$ cat src/irtl_defines.svh
// Purpose: Offsets, field positions, reset values of the limit/coeff bank
// Assumes: 16-bit register words, byte-wide register pointer
// Notes:   Definitions only
`ifndef IRTL_DEFINES_SVH
`define IRTL_DEFINES_SVH

// ----------------------------------------------------------------------
// Register offsets
// ----------------------------------------------------------------------
`define IRTL_OFS_OBJ_HIGH 8'h06
`define IRTL_OFS_OBJ_LOW 8'h07
`define IRTL_OFS_DIE_HIGH 8'h08
`define IRTL_OFS_DIE_LOW 8'h09
`define IRTL_OFS_SENS 8'h0a
`define IRTL_OFS_DIE_LIN 8'h0b
`define IRTL_OFS_DIE_QUAD 8'h0c
`define IRTL_OFS_OFF_CONST 8'h0d
`define IRTL_OFS_OFF_LIN 8'h0e
`define IRTL_OFS_OFF_QUAD 8'h0f
`define IRTL_OFS_SEEBECK 8'h10
`define IRTL_OFS_TR_GAIN 8'h11
`define IRTL_OFS_TR_SLOPE 8'h12

// ----------------------------------------------------------------------
// Threshold field layout
// ----------------------------------------------------------------------
`define IRTL_THR_MSB 15
`define IRTL_THR_LSB 6
`define IRTL_THR_W 10
`define IRTL_THR_PAD 6'h00

// ----------------------------------------------------------------------
// Reset values
// ----------------------------------------------------------------------
`define IRTL_RST_HIGH 16'h7fc0
`define IRTL_RST_LOW 16'h8000
`define IRTL_RST_SENS 16'h260e
`define IRTL_RST_DIE_LIN 16'h0106
`define IRTL_RST_DIE_QUAD 16'hff9b
`define IRTL_RST_OFF_CONST 16'hff3a
`define IRTL_RST_OFF_LIN 16'hff71
`define IRTL_RST_OFF_QUAD 16'h0553
`define IRTL_RST_SEEBECK 16'h0000
`define IRTL_RST_TR_GAIN 16'h0034
`define IRTL_RST_TR_SLOPE 16'h0000

`endif

$ cat src/irtl_pkg.sv
// Purpose: Types shared by the limit/coeff bank modules
// Assumes: irtl_defines.svh for the threshold width
// Notes:   Types only
`include "irtl_defines.svh"

package irtl_pkg;

    typedef struct packed {
        logic [`IRTL_THR_W-1:0] field;
    } irtl_limit_state_t;

    typedef struct packed {
        logic [8:0][15:0] coeff;
        logic [15:0] rdData;
        logic rdValid;
        logic rdLimit;
        logic objHigh;
        logic dieLow;
        logic pristine;
    } irtl_bank_state_t;

endpackage

$ cat src/irtl_limit_reg.sv
// Purpose: One alarm limit register, 10-bit threshold in the top bits
// Assumes: Write strobe already decoded for this register
// Notes:   Low six bits are never stored
`timescale 1ns/1ns
`default_nettype none
`include "irtl_defines.svh"

module irtl_limit_reg
    import irtl_pkg::*;
#(
    parameter logic [15:0] RESET_VAL = `IRTL_RST_HIGH
) (
    input wire logic sys_clk,
    input wire logic reset_n,
    input wire logic wrEn,
    input wire logic [15:0] wrData,
    output logic [15:0] limitOut
);

    irtl_limit_state_t state_q;
    irtl_limit_state_t state_d;

    always_comb begin
        state_d = state_q;
        if (wrEn) begin
            state_d.field = wrData[`IRTL_THR_MSB:`IRTL_THR_LSB]; // RULE20
        end
    end

    always_ff @(posedge sys_clk or negedge reset_n) begin
        if (!reset_n) begin
            state_q.field <= RESET_VAL[`IRTL_THR_MSB:`IRTL_THR_LSB];
        end else begin
            state_q <= state_d;
        end
    end

    assign limitOut = {state_q.field, `IRTL_THR_PAD}; // RULE3

endmodule

`default_nettype wire

$ cat src/irtl_cmp.sv
// Purpose: Signed threshold compare of a result word against a limit
// Assumes: Both words aligned 16-bit two's complement
// Notes:   ABOVE=1 tests result > limit, ABOVE=0 tests result < limit
`timescale 1ns/1ns
`default_nettype none

module irtl_cmp
    import irtl_pkg::*;
#(
    parameter bit ABOVE = 1'b1
) (
    input wire logic [15:0] resultWord,
    input wire logic [15:0] limitWord,
    output logic violated
);

    always_comb begin
        if (ABOVE) begin
            violated = $signed(resultWord) > $signed(limitWord); // RULE19
        end else begin
            violated = $signed(resultWord) < $signed(limitWord); // RULE19
        end
    end

endmodule

`default_nettype wire

$ cat src/irtl_regs.sv
// Purpose: Alarm limit and calibration coefficient register bank
// Assumes: Serial interface decodes frames into word strobes
// Notes:   Coefficients feed the math engine straight from flops
//
// What this block does
// RULE1 - Object limits: signed 10-bit, half degree steps
// RULE2 - Die limits: signed 10-bit, half degree steps
// RULE3 - Limit low six bits read zero
// RULE4 - Object high limit resets to 7fc0
// RULE5 - Object low limit resets to 8000
// RULE6 - Die high limit resets to 7fc0
// RULE7 - Die low limit resets to 8000
// RULE8 - Coefficients drive math engine directly
// RULE9 - Host retunes transient coefficients per mode
// RULE10 - Sensitivity coefficient 16-bit, resets 260e
// RULE11 - Die linear coefficient resets to 0106
// RULE12 - Die quadratic coefficient resets to ff9b
// RULE13 - Constant offset coefficient resets to ff3a
// RULE14 - Linear offset coefficient resets to ff71
// RULE15 - Quadratic offset coefficient resets to 0553
// RULE16 - Signed coefficients are two's complement
// RULE17 - Object high flag on result above limit
// RULE18 - Die low flag on result below limit
// RULE19 - Compare aligned 16-bit signed words
// RULE20 - Limit low-bit writes are discarded
`timescale 1ns/1ns
`default_nettype none
`include "irtl_defines.svh"

module irtl_regs
    import irtl_pkg::*;
#(
    parameter int ADDR_W = 8,
    parameter int DATA_W = 16
) (
    input wire logic sys_clk,
    input wire logic reset_n,
    input wire logic regWrEn,
    input wire logic regRdEn,
    input wire logic [ADDR_W-1:0] regAddr,
    input wire logic [DATA_W-1:0] regWrData,
    output logic [DATA_W-1:0] regRdData,
    output logic regRdValid,
    input wire logic convDone,
    input wire logic [15:0] objectResult,
    input wire logic [15:0] dieResult,
    input wire logic compMode,
    input wire logic statusRead,
    output logic objectHighFlag,
    output logic dieLowFlag,
    output logic [15:0] objectHighLimit,
    output logic [15:0] objectLowLimit,
    output logic [15:0] dieHighLimit,
    output logic [15:0] dieLowLimit,
    output logic [15:0] sensitivityCoeff,
    output logic signed [15:0] dieLinearCoeff,
    output logic signed [15:0] dieQuadraticCoeff,
    output logic signed [15:0] offsetConstCoeff,
    output logic signed [15:0] offsetLinearCoeff,
    output logic signed [15:0] offsetQuadraticCoeff,
    output logic signed [15:0] seebeckQuadraticCoeff,
    output logic signed [15:0] transientGainCoeff,
    output logic signed [15:0] transientSlopeCoeff
);

    // ------------------------------------------------------------------
    // Elaboration checks
    // ------------------------------------------------------------------
    if (ADDR_W != 8) begin : gBadAddr
        $error("irtl_regs: register pointer must be 8 bits");
    end
    if (DATA_W != 16) begin : gBadData
        $error("irtl_regs: register words must be 16 bits");
    end

    // ------------------------------------------------------------------
    // Coefficient reset values by index from the first coefficient
    // ------------------------------------------------------------------
    function automatic logic [15:0] coeffReset(input int idx);
        logic [15:0] val;
        val = 16'h0000;
        case (idx)
            0: val = `IRTL_RST_SENS; // RULE10
            1: val = `IRTL_RST_DIE_LIN; // RULE11
            2: val = `IRTL_RST_DIE_QUAD; // RULE12
            3: val = `IRTL_RST_OFF_CONST; // RULE13
            4: val = `IRTL_RST_OFF_LIN; // RULE14
            5: val = `IRTL_RST_OFF_QUAD; // RULE15
            6: val = `IRTL_RST_SEEBECK;
            7: val = `IRTL_RST_TR_GAIN;
            8: val = `IRTL_RST_TR_SLOPE;
            default: val = 16'h0000;
        endcase
        return val;
    endfunction

    // ------------------------------------------------------------------
    // Address decode
    // ------------------------------------------------------------------
    logic [7:0] coeffOfs;
    logic [3:0] coeffIdx;
    logic inCoeff;
    logic [7:0] limitOfs;
    logic [1:0] limitIdx;
    logic inLimit;

    assign coeffOfs = regAddr - `IRTL_OFS_SENS;
    assign coeffIdx = coeffOfs[3:0];
    assign inCoeff = (regAddr >= `IRTL_OFS_SENS) &&
                     (regAddr <= `IRTL_OFS_TR_SLOPE);
    assign limitOfs = regAddr - `IRTL_OFS_OBJ_HIGH;
    assign limitIdx = limitOfs[1:0];
    assign inLimit = (regAddr >= `IRTL_OFS_OBJ_HIGH) &&
                     (regAddr <= `IRTL_OFS_DIE_LOW);

    // ------------------------------------------------------------------
    // Limit registers: high limits on even offsets, low on odd
    // ------------------------------------------------------------------
    logic [3:0][15:0] limitVal;

    for (genvar i = 0; i < 4; i++) begin : gLimit
        irtl_limit_reg #(
            .RESET_VAL((i % 2 == 0) ? `IRTL_RST_HIGH : `IRTL_RST_LOW)
        ) uLimit (
            .sys_clk(sys_clk),
            .reset_n(reset_n),
            .wrEn(regWrEn && inLimit && (limitIdx == 2'(i))),
            .wrData(regWrData),
            .limitOut(limitVal[i])
        ); // RULE1 RULE2 RULE4 RULE5 RULE6 RULE7
    end

    assign objectHighLimit = limitVal[0];
    assign objectLowLimit = limitVal[1];
    assign dieHighLimit = limitVal[2];
    assign dieLowLimit = limitVal[3];

    // ------------------------------------------------------------------
    // Threshold comparators
    // ------------------------------------------------------------------
    logic objAbove;
    logic dieBelow;

    irtl_cmp #(.ABOVE(1'b1)) uObjHigh (
        .resultWord(objectResult),
        .limitWord(objectHighLimit),
        .violated(objAbove)
    );

    irtl_cmp #(.ABOVE(1'b0)) uDieLow (
        .resultWord(dieResult),
        .limitWord(dieLowLimit),
        .violated(dieBelow)
    );

    // ------------------------------------------------------------------
    // Bank state
    // ------------------------------------------------------------------
    irtl_bank_state_t state_q;
    irtl_bank_state_t state_d;

    always_comb begin
        state_d = state_q;
        state_d.rdValid = regRdEn;
        state_d.rdLimit = regRdEn && inLimit;
        if (regRdEn) begin
            if (inLimit) begin
                state_d.rdData = limitVal[limitIdx]; // RULE3
            end else if (inCoeff) begin
                state_d.rdData = state_q.coeff[coeffIdx];
            end else begin
                state_d.rdData = 16'h0000;
            end
        end
        if (regWrEn && (inCoeff || inLimit)) begin
            state_d.pristine = 1'b0;
        end
        if (regWrEn && inCoeff) begin
            state_d.coeff[coeffIdx] = regWrData; // RULE8
        end
        // Comparator mode follows each conversion; latched mode holds
        // until a status read, and a fresh violation beats the clear
        if (compMode) begin
            if (convDone) begin
                state_d.objHigh = objAbove; // RULE17
                state_d.dieLow = dieBelow; // RULE18
            end
        end else begin
            if (statusRead) begin
                state_d.objHigh = 1'b0;
                state_d.dieLow = 1'b0;
            end
            if (convDone && objAbove) begin
                state_d.objHigh = 1'b1; // RULE17
            end
            if (convDone && dieBelow) begin
                state_d.dieLow = 1'b1; // RULE18
            end
        end
    end

    always_ff @(posedge sys_clk or negedge reset_n) begin
        if (!reset_n) begin
            for (int k = 0; k < 9; k++) begin
                state_q.coeff[k] <= coeffReset(k);
            end
            state_q.rdData <= 16'h0000;
            state_q.rdValid <= 1'b0;
            state_q.rdLimit <= 1'b0;
            state_q.objHigh <= 1'b0;
            state_q.dieLow <= 1'b0;
            state_q.pristine <= 1'b1;
        end else begin
            state_q <= state_d;
        end
    end

    // ------------------------------------------------------------------
    // Outputs
    // ------------------------------------------------------------------
    assign regRdData = state_q.rdData;
    assign regRdValid = state_q.rdValid;
    assign objectHighFlag = state_q.objHigh;
    assign dieLowFlag = state_q.dieLow;
    assign sensitivityCoeff = state_q.coeff[0];
    // Signed views for the math engine
    assign dieLinearCoeff = $signed(state_q.coeff[1]); // RULE16
    assign dieQuadraticCoeff = $signed(state_q.coeff[2]); // RULE16
    assign offsetConstCoeff = $signed(state_q.coeff[3]); // RULE16
    assign offsetLinearCoeff = $signed(state_q.coeff[4]); // RULE16
    assign offsetQuadraticCoeff = $signed(state_q.coeff[5]); // RULE16
    assign seebeckQuadraticCoeff = $signed(state_q.coeff[6]); // RULE16
    // Transient pair resets to the four-average tuning
    assign transientGainCoeff = $signed(state_q.coeff[7]); // RULE9
    assign transientSlopeCoeff = $signed(state_q.coeff[8]); // RULE9
endmodule

`default_nettype wire

$ cat config.mk
export PLATFORM = sky130hd
export DESIGN_NAME = irtl_regs
export DESIGN_NICKNAME = d
export VERILOG_FILES = /design/src/irtl_pkg.sv /design/src/irtl_limit_reg.sv /design/src/irtl_cmp.sv /design/src/irtl_regs.sv
export VERILOG_INCLUDE_DIRS = /design/src /design/src/src
export SDC_FILE = /design/constraint.sdc
export NUM_CORES = 1
export LEC_CHECK = 0
export BUFFER_PORTS_ARGS = -buffer_cell sky130_fd_sc_hd__buf_2
export CORE_ASPECT_RATIO = 0.6
export CORE_MARGIN = 8
export CORE_UTILIZATION = 53
export CTS_CLUSTER_DIAMETER = 200
export DETAILED_ROUTE_END_ITERATION = 10
export PLACE_DENSITY = 0.81
export SETUP_SLACK_MARGIN = 0.5
export SYNTH_ARGS = -nofsm -noshare
export SYNTH_HDL_FRONTEND = slang
export SYNTH_SLANG_ARGS = --single-unit
$ cat constraint.sdc
create_clock -name sys_clk -period 2 [get_ports sys_clk]
set_clock_uncertainty 0.05 [all_clocks]
set_input_delay 0.1 -clock sys_clk [delete_from_list [all_inputs] [get_ports sys_clk]]
set_output_delay 0.1 -clock sys_clk [all_outputs]
set_load 0.03 [all_outputs]
==> results of run 1 <==
## cells by family after synthesis
logic type      count (synthesis)  share of synthesized area, %
fa+ha+maj                      22                          2.74
compound gates                 80                          5.25
flops                         203                          51.4
mux                           227                          30.1
other cells                     1                        0.0373
simple gates                   81                          4.48
buf+inv                       118                          5.76
xor+xnor                        2                         0.174
## through the flow
step	util (%)	cell area (µm²)	setup slack, ns
6_report	74.4	14000	0.179
5_1_grt	74.4	14000	0.0880
4_1_cts	72.7	13700	0.223
3_5_place_dp	66.2	12400	-0.206
3_3_place_gp	66.2	12400	-0.174
2_1_floorplan	-	10600	-0.0663
## what timing repair did
action / 4_1_cts / 5_1_grt
setup endpoints to repair: 137 / 146
endpoints found under the hold margin: 117 / 0
setup buffers: 30 / 18
cloned: 1 / 0
gates resized for setup: 59 / 54
hold buffers: 13 / 0
pin swaps: 27 / 23
## flip-flops by register name, summed over array words and instances, names as in the netlist
register	cells
gLimit.uLimit.state_q	40
dieLinearCoeff	16
dieQuadraticCoeff	16
offsetConstCoeff	16
offsetLinearCoeff	16
offsetQuadraticCoeff	16
regRdData	16
seebeckQuadraticCoeff	16
sensitivityCoeff	16
transientGainCoeff	16
transientSlopeCoeff	16
dieLowFlag	1
objectHighFlag	1
regRdValid	1
## worst min path at each step
stage,slack [ns],to,from
2_1_floorplan,-0.25,dieLinearCoeff[0]$_DFFE_PN0P_,reset_n
3_3_place_gp,0.11,offsetQuadraticCoeff[5]$_DFFE_PN0P_,reset_n
3_5_place_dp,0.11,seebeckQuadraticCoeff[5]$_DFFE_PN0P_,reset_n
4_1_cts,0.01,offsetQuadraticCoeff[7]$_DFFE_PN0P_,regWrData[7]
5_1_grt,0.03,dieQuadraticCoeff[7]$_DFFE_PN1P_,regWrData[7]
6_report,0.04,dieQuadraticCoeff[7]$_DFFE_PN1P_,regWrData[7]
## cell type report
| cell class | count | area [µm²] |
|---|---|---|
| clock buffers | 27 | 546 |
| inverters | 51 | 198 |
| diodes | 1 | 2.50 |
| multi-input cells | 436 | 5080 |
| clock inverters | 7 | 67.6 |
| fillers | 1209 | 4810 |
| repair buffers | 384 | 2610 |
| flip-flops and latches | 203 | 5170 |
| well taps | 246 | 308 |
## power by group through the flow
stage	Sequential, mW	Combinational (mW)	Clock, mW
2_1_floorplan	4.88	0.685	0
3_3_place_gp	4.56	1.59	0
3_5_place_dp	4.57	1.62	0
4_1_cts	4.49	1.76	3.69
5_1_grt	4.51	1.95	3.84
6_report	4.49	1.83	3.64
## cells in the mapped netlist, drive strengths merged (3+ instances only)
library cell,count
a31oi,10
dfrtp,128
clkbuf,21
nor2,6
and3,3
o221ai,10
nand2,42
a21o,3
mux2,184
ha,22
inv,51
nand4,4
a21oi,29
a22oi,6
nor3,3
nand3,11
o21ai,10
a211o,3
buf,46
mux4,42
dfstp,75
## worst register-to-register path: stages (launching register included)
cell and delay, ns:
dfstp_2 0.55, inv_2 0.05, ha_4 0.24, and3_4 0.16, nand4_1 0.13, o21ai_2 0.08, or3_1 0.37, o211ai_1 0.11
## metal layers
metal	up-vias	global-route usage, %
li1	3340	-
met1	4007	40.0
met2	405	41.6
met3	41	8.84
met4	4	4.94
met5	-	0
==> impl_metrics.tcl, run 1 <==
set metrics [dict create \
    io_buffers 259 \
    cp_cell_sequence "inv_2, ha_4, and3_4, nand4_1, o21ai_2, or3_1, o211ai_1" \
    clkTransAtPathRegs_ns 0.07 \
    p_sw_share_pct 28.9 \
    layout_common_cells "buf_2, dfrtp_1, mux2_2" \
    wl_met2_um 14900 \
    grt_max_degree 72 \
    endpoint "objectHighFlag$_DFFE_PN0P_" \
    critical-path-slowest-cell "dfstp_2" \
    nets 1180 \
    fmax_ghz 0.549 \
    grt-ovfl-total 0 \
    synthToLayoutAreaGrowth_pct 39.0 \
    yosys.area.top_type "dfrtp_1" \
    crit_arrival_ns 2.16 \
    first_pass_iters 6 \
    avgRoutedWirePerCell_um 25.0 \
    max_stage_delay_ns 0.55 \
    synth_top_area_share_pct 31.9 \
    synth-edff-count 0 \
    period_needed_ns 1.82 \
    maxCapViolations 0 \
    slew_headroom_pct 56.8 \
    synth.area.top_cells "dfrtp_1, dfstp_2, mux2_2, mux4_2, mux2_1" \
    grt_antenna_before_repair 3 \
    rsz0062_at_grt "true" \
    fin_setup_tns_ns 0 \
    cp-start-kind "flip-flop" \
    clock_latency_ns 0.50 \
    min_path_type "in -> reg" \
    grt_pass1_vias 8032 \
    timing.rr.end "objectHighFlag$_DFFE_PN0P_" \
    hold_violations 0 \
    finalSetupViolCount 0 \
    crit_type "reg -> reg" \
    start_util_pct 53.5 \
    viasPerCell 5.75 \
    dp_hpwl_um 24400 \
    end_kind "flip-flop" \
    wl_um 33900 \
    met1_length_um 15000 \
    netSwitchingPower_mw 2.88 \
    drtIter0Drc 547 \
    dp.cells 1258 \
    synth.distinct_cells 52 \
    netlist_instances 734 \
    path_depth 7 \
    leakagePower_nw 6.95 \
    async_reset_ff_share_pct 100 \
    tightest_slew_ns 0.648 \
    dieWidth_um 194 \
    seqPwrFrac_pct 45.1 \
    cp.required_ns 2.34 \
    cp_num_buf_inv 1 \
    cts-root-buf "clkbuf_16" \
    grt_pass1_wl_um 51100 \
    synthesis.area_um2 10100 \
    yosys_warnings 0 \
    finalHoldWorstSlack_ns 0.0394 \
    syn_avg_cell_area_um2 13.7 \
    ff2ff_setup_slack_ns 0.18 \
    synth-seq-cells 203 \
    cpLargestDelayFamily "simple AND/OR/NAND/NOR gates" \
    ios 290 \
    holdPathStages 2 \
    layout_commonest_cell "buf_2" \
    total_power_mw 9.97 \
    vias 7797 \
    routed.top_layer "met5" \
    synth_ff_type "dfrtp_1" \
    fp.coreArea_um2 18800 \
    ff2ff_path_depth 7 \
    pwr-share-comb_pct 18.4 \
    dr_wl_met3_um 3560 \
    drtAntennaViolNets 0 \
    ctsLongestPathBuffers 3 \
    dieArea_um2 23800 \
    ctsHtreeMaxLevel 1 \
    clock_sinks 203 \
    timing.final.crit_share_pct 91.1 \
    fin_cells 1355 \
    drive_above_1_share_pct 70.3 \
    drcViolationCount 0 \
    timing.rr.start "gLimit[0].uLimit.state_q[3]$_DFFE_PN1P_" \
    peakVddDrop_mv 0.582 \
    cts_buffers 19 \
    grt_usage_pct 27.8 \
    cts_tree "yes" \
    power.density_nw_per_um2 713 \
    die_y_um 123 \
    slew_violations 0 \
    crit_start "gLimit[0].uLimit.state_q[3]$_DFFE_PN1P_" \
    gp_congestion 0.899 \
    crit_fanout 3 \
    clkPwrFrac_pct 36.6 \
    yosysSeqAreaShare_pct 51.4 \
    power.internal_mw 7.09 \
    status "finished, final reports clean" \
    num_rows 39 \
]
Power figures use the tool's default switching activity.
==> inputs of run 2 (changes only) <==
--- a/config.mk
+++ b/config.mk
@@ -12,6 +12,7 @@
 export CORE_UTILIZATION = 53
 export CTS_CLUSTER_DIAMETER = 200
 export DETAILED_ROUTE_END_ITERATION = 10
+export HOLD_SLACK_MARGIN = 0.05
 export PLACE_DENSITY = 0.81
 export SETUP_SLACK_MARGIN = 0.5
 export SYNTH_ARGS = -nofsm -noshare
==> run 2 against run 1 <==
  * Routed wire length increased by 1.1%
  * Highest routed layer unchanged
  * Clock power about the same
  * Non-clock buffer count increased by 11
  * Sequential power about the same
  * Critical path depth decreased by 1
  * Final area increased by 0.77%
  * First-iteration DRC count increased by 5.9%
  * Die area unchanged
  * Sequential share of layout area decreased by 0.28 points
  * Register-to-register slack improved by 0.03 ns
  * Largest cell class unchanged
  * Maximum frequency increased by 1.5%
==> impl_metrics.tcl, run 2 (synthesis results as in run 1) <==
set metrics [dict create \
    status "finished, final reports clean" \
    cp_cell_sequence "inv_1, ha_1, a21oi_2, o21ai_2, or3_1, o211ai_1" \
    finalHoldWorstSlack_ns 0.0721 \
    setup_ws_ns 0.206 \
    ios 290 \
    grt_pass1_wl_um 51400 \
    dieArea_um2 23800 \
    cp.required_ns 2.35 \
    drtIter0Drc 579 \
    viasPerCell 5.78 \
    regMostFlops "gLimit.uLimit.state_q" \
    whs_endpoint "objectHighFlag$_DFFE_PN0P_" \
    total_power_mw 9.99 \
    timing.rr.start "gLimit[0].uLimit.state_q[1]$_DFFE_PN1P_" \
    hold_violations 0 \
    leakagePower_nw 6.99 \
    peakVddDrop_mv 0.582 \
    dieWidth_um 194 \
    holdPathStages 4 \
    cp_num_buf_inv 1 \
    clkPwrFrac_pct 36.5 \
    clkTransAtPathRegs_ns 0.06 \
    largest_reg_flops 40 \
    grt_max_degree 72 \
    num_rows 39 \
    drtAntennaViolNets 0 \
    grt-ovfl-total 0 \
    timing.rr.end "objectHighFlag$_DFFE_PN0P_" \
    maxCapViolations 0 \
    ctsHtreeMaxLevel 1 \
    dp_hpwl_um 24400 \
    slew_headroom_pct 56.4 \
    ctsLongestPathBuffers 3 \
    layout_common_cells "buf_2, dfrtp_1, mux2_2" \
    power.internal_mw 7.11 \
    cp-start-kind "flip-flop" \
    clock_sinks 203 \
    first_pass_iters 6 \
    rsz0062_at_grt "true" \
    finalSetupViolCount 0 \
    p_sw_share_pct 28.9 \
    fmax_ghz 0.557 \
    layout_commonest_cell "buf_2" \
    vias 7892 \
    start_util_pct 53.5 \
    fp.coreArea_um2 18800 \
    timing.final.crit_share_pct 89.7 \
    pwr-share-comb_pct 18.5 \
    min_path_type "in -> reg" \
    io_buffers 259 \
    critical-path-slowest-cell "dfstp_2" \
    max_stage_delay_ns 0.57 \
    grt_antenna_before_repair 3 \
    grt_pass1_vias 8113 \
    drive_above_1_share_pct 69.7 \
    cts_tree "yes" \
    nets 1191 \
    crit_type "reg -> reg" \
    cts-root-buf "clkbuf_16" \
    cpLargestDelayFamily "flip-flops" \
    gp_congestion 0.899 \
    ff2ff_setup_slack_ns 0.21 \
    crit_fanout 2 \
    power.density_nw_per_um2 709 \
    slew_violations 0 \
    ff2ff_path_depth 6 \
    clock_latency_ns 0.50 \
    period_needed_ns 1.79 \
    end_kind "flip-flop" \
    die_y_um 123 \
    tightest_slew_ns 0.655 \
    grt_usage_pct 28.0 \
    seqPwrFrac_pct 45.0 \
    final_core_util_pct 75.0 \
    crit_arrival_ns 2.14 \
    cts_buffers 19 \
    wl_um 34300 \
    hold_path.startpoint "objectResult[15]" \
    synthToLayoutAreaGrowth_pct 40.1 \
    drcViolationCount 0 \
    netSwitchingPower_mw 2.88 \
    avgRoutedWirePerCell_um 25.1 \
    pre_cts_ws_ns -0.206 \
]
run 2: per-stage QoR:
stage	cells	TNS, ns	instance area [µm²]
2_1_floorplan	757	-1.03	10600
3_3_place_gp	1258	-5.63	12400
3_5_place_dp	1258	-8.58	12400
4_1_cts	1346	0	13800
5_1_grt	1366	0	14100
6_report	1366	0	14100
run 2: cell type report:
type | instances | area (µm²)
clock inverters | 7 | 67.6
well taps | 246 | 308
inverters | 51 | 198
multi-input cells | 436 | 5080
flip-flops and latches | 203 | 5170
diodes | 1 | 2.50
clock buffers | 27 | 546
repair buffers | 395 | 2710
fillers | 1192 | 4700
run 2: metal layers:
layer  GRT usage (%)  share of wire, %  vias up
met3            8.95                10       44
li1                -                 -     3366
met1            40.1                45     4052
met2            42.1                44      426
met5               0             0.064        -
met4            4.94               1.7        4
run 2: worst max path at each step:
stage                                             from                              end  slack [ns]  cells past startpoint
6_report       gLimit[0].uLimit.state_q[1]$_DFFE_PN1P_       objectHighFlag$_DFFE_PN0P_        0.21                      6
4_1_cts        gLimit[0].uLimit.state_q[7]$_DFFE_PN1P_       objectHighFlag$_DFFE_PN0P_        0.22                      7
3_3_place_gp                                regAddr[1]  offsetConstCoeff[0]$_DFFE_PN0P_       -0.17                      8
5_1_grt        gLimit[0].uLimit.state_q[1]$_DFFE_PN1P_       objectHighFlag$_DFFE_PN0P_        0.15                      6
3_5_place_dp                                regAddr[1]  offsetConstCoeff[0]$_DFFE_PN0P_       -0.21                      8
2_1_floorplan                               regAddr[2]  offsetConstCoeff[6]$_DFFE_PN0P_       -0.07                      6
run 2: worst reg2reg max path, cell delays in order, from the launching register on:
cell	delay, ns
dfstp_2	0.57
inv_1	0.05
ha_1	0.31
a21oi_2	0.20
o21ai_2	0.09
or3_1	0.35
o211ai_1	0.09
run 2: timing repair:
action / 4_1_cts / 5_1_grt
gates resized for setup: 59 / 54
setup endpoints to repair: 137 / 147
pin swaps: 27 / 23
cloned: 1 / 0
setup buffers: 30 / 19
hold endpoints to repair: 209 / 0
hold buffers: 23 / 0
run 2: power by group through the flow:
| stage | combinational [mW] | sequential (mW) | clock [mW] |
|---|---|---|---|
| after floorplan | 0.685 | 4.88 | 0 |
| after global placement | 1.59 | 4.56 | 0 |
| after detailed placement | 1.62 | 4.57 | 0 |
| after CTS | 1.77 | 4.49 | 3.69 |
| after global routing | 1.97 | 4.51 | 3.84 |
| final | 1.85 | 4.49 | 3.65 |
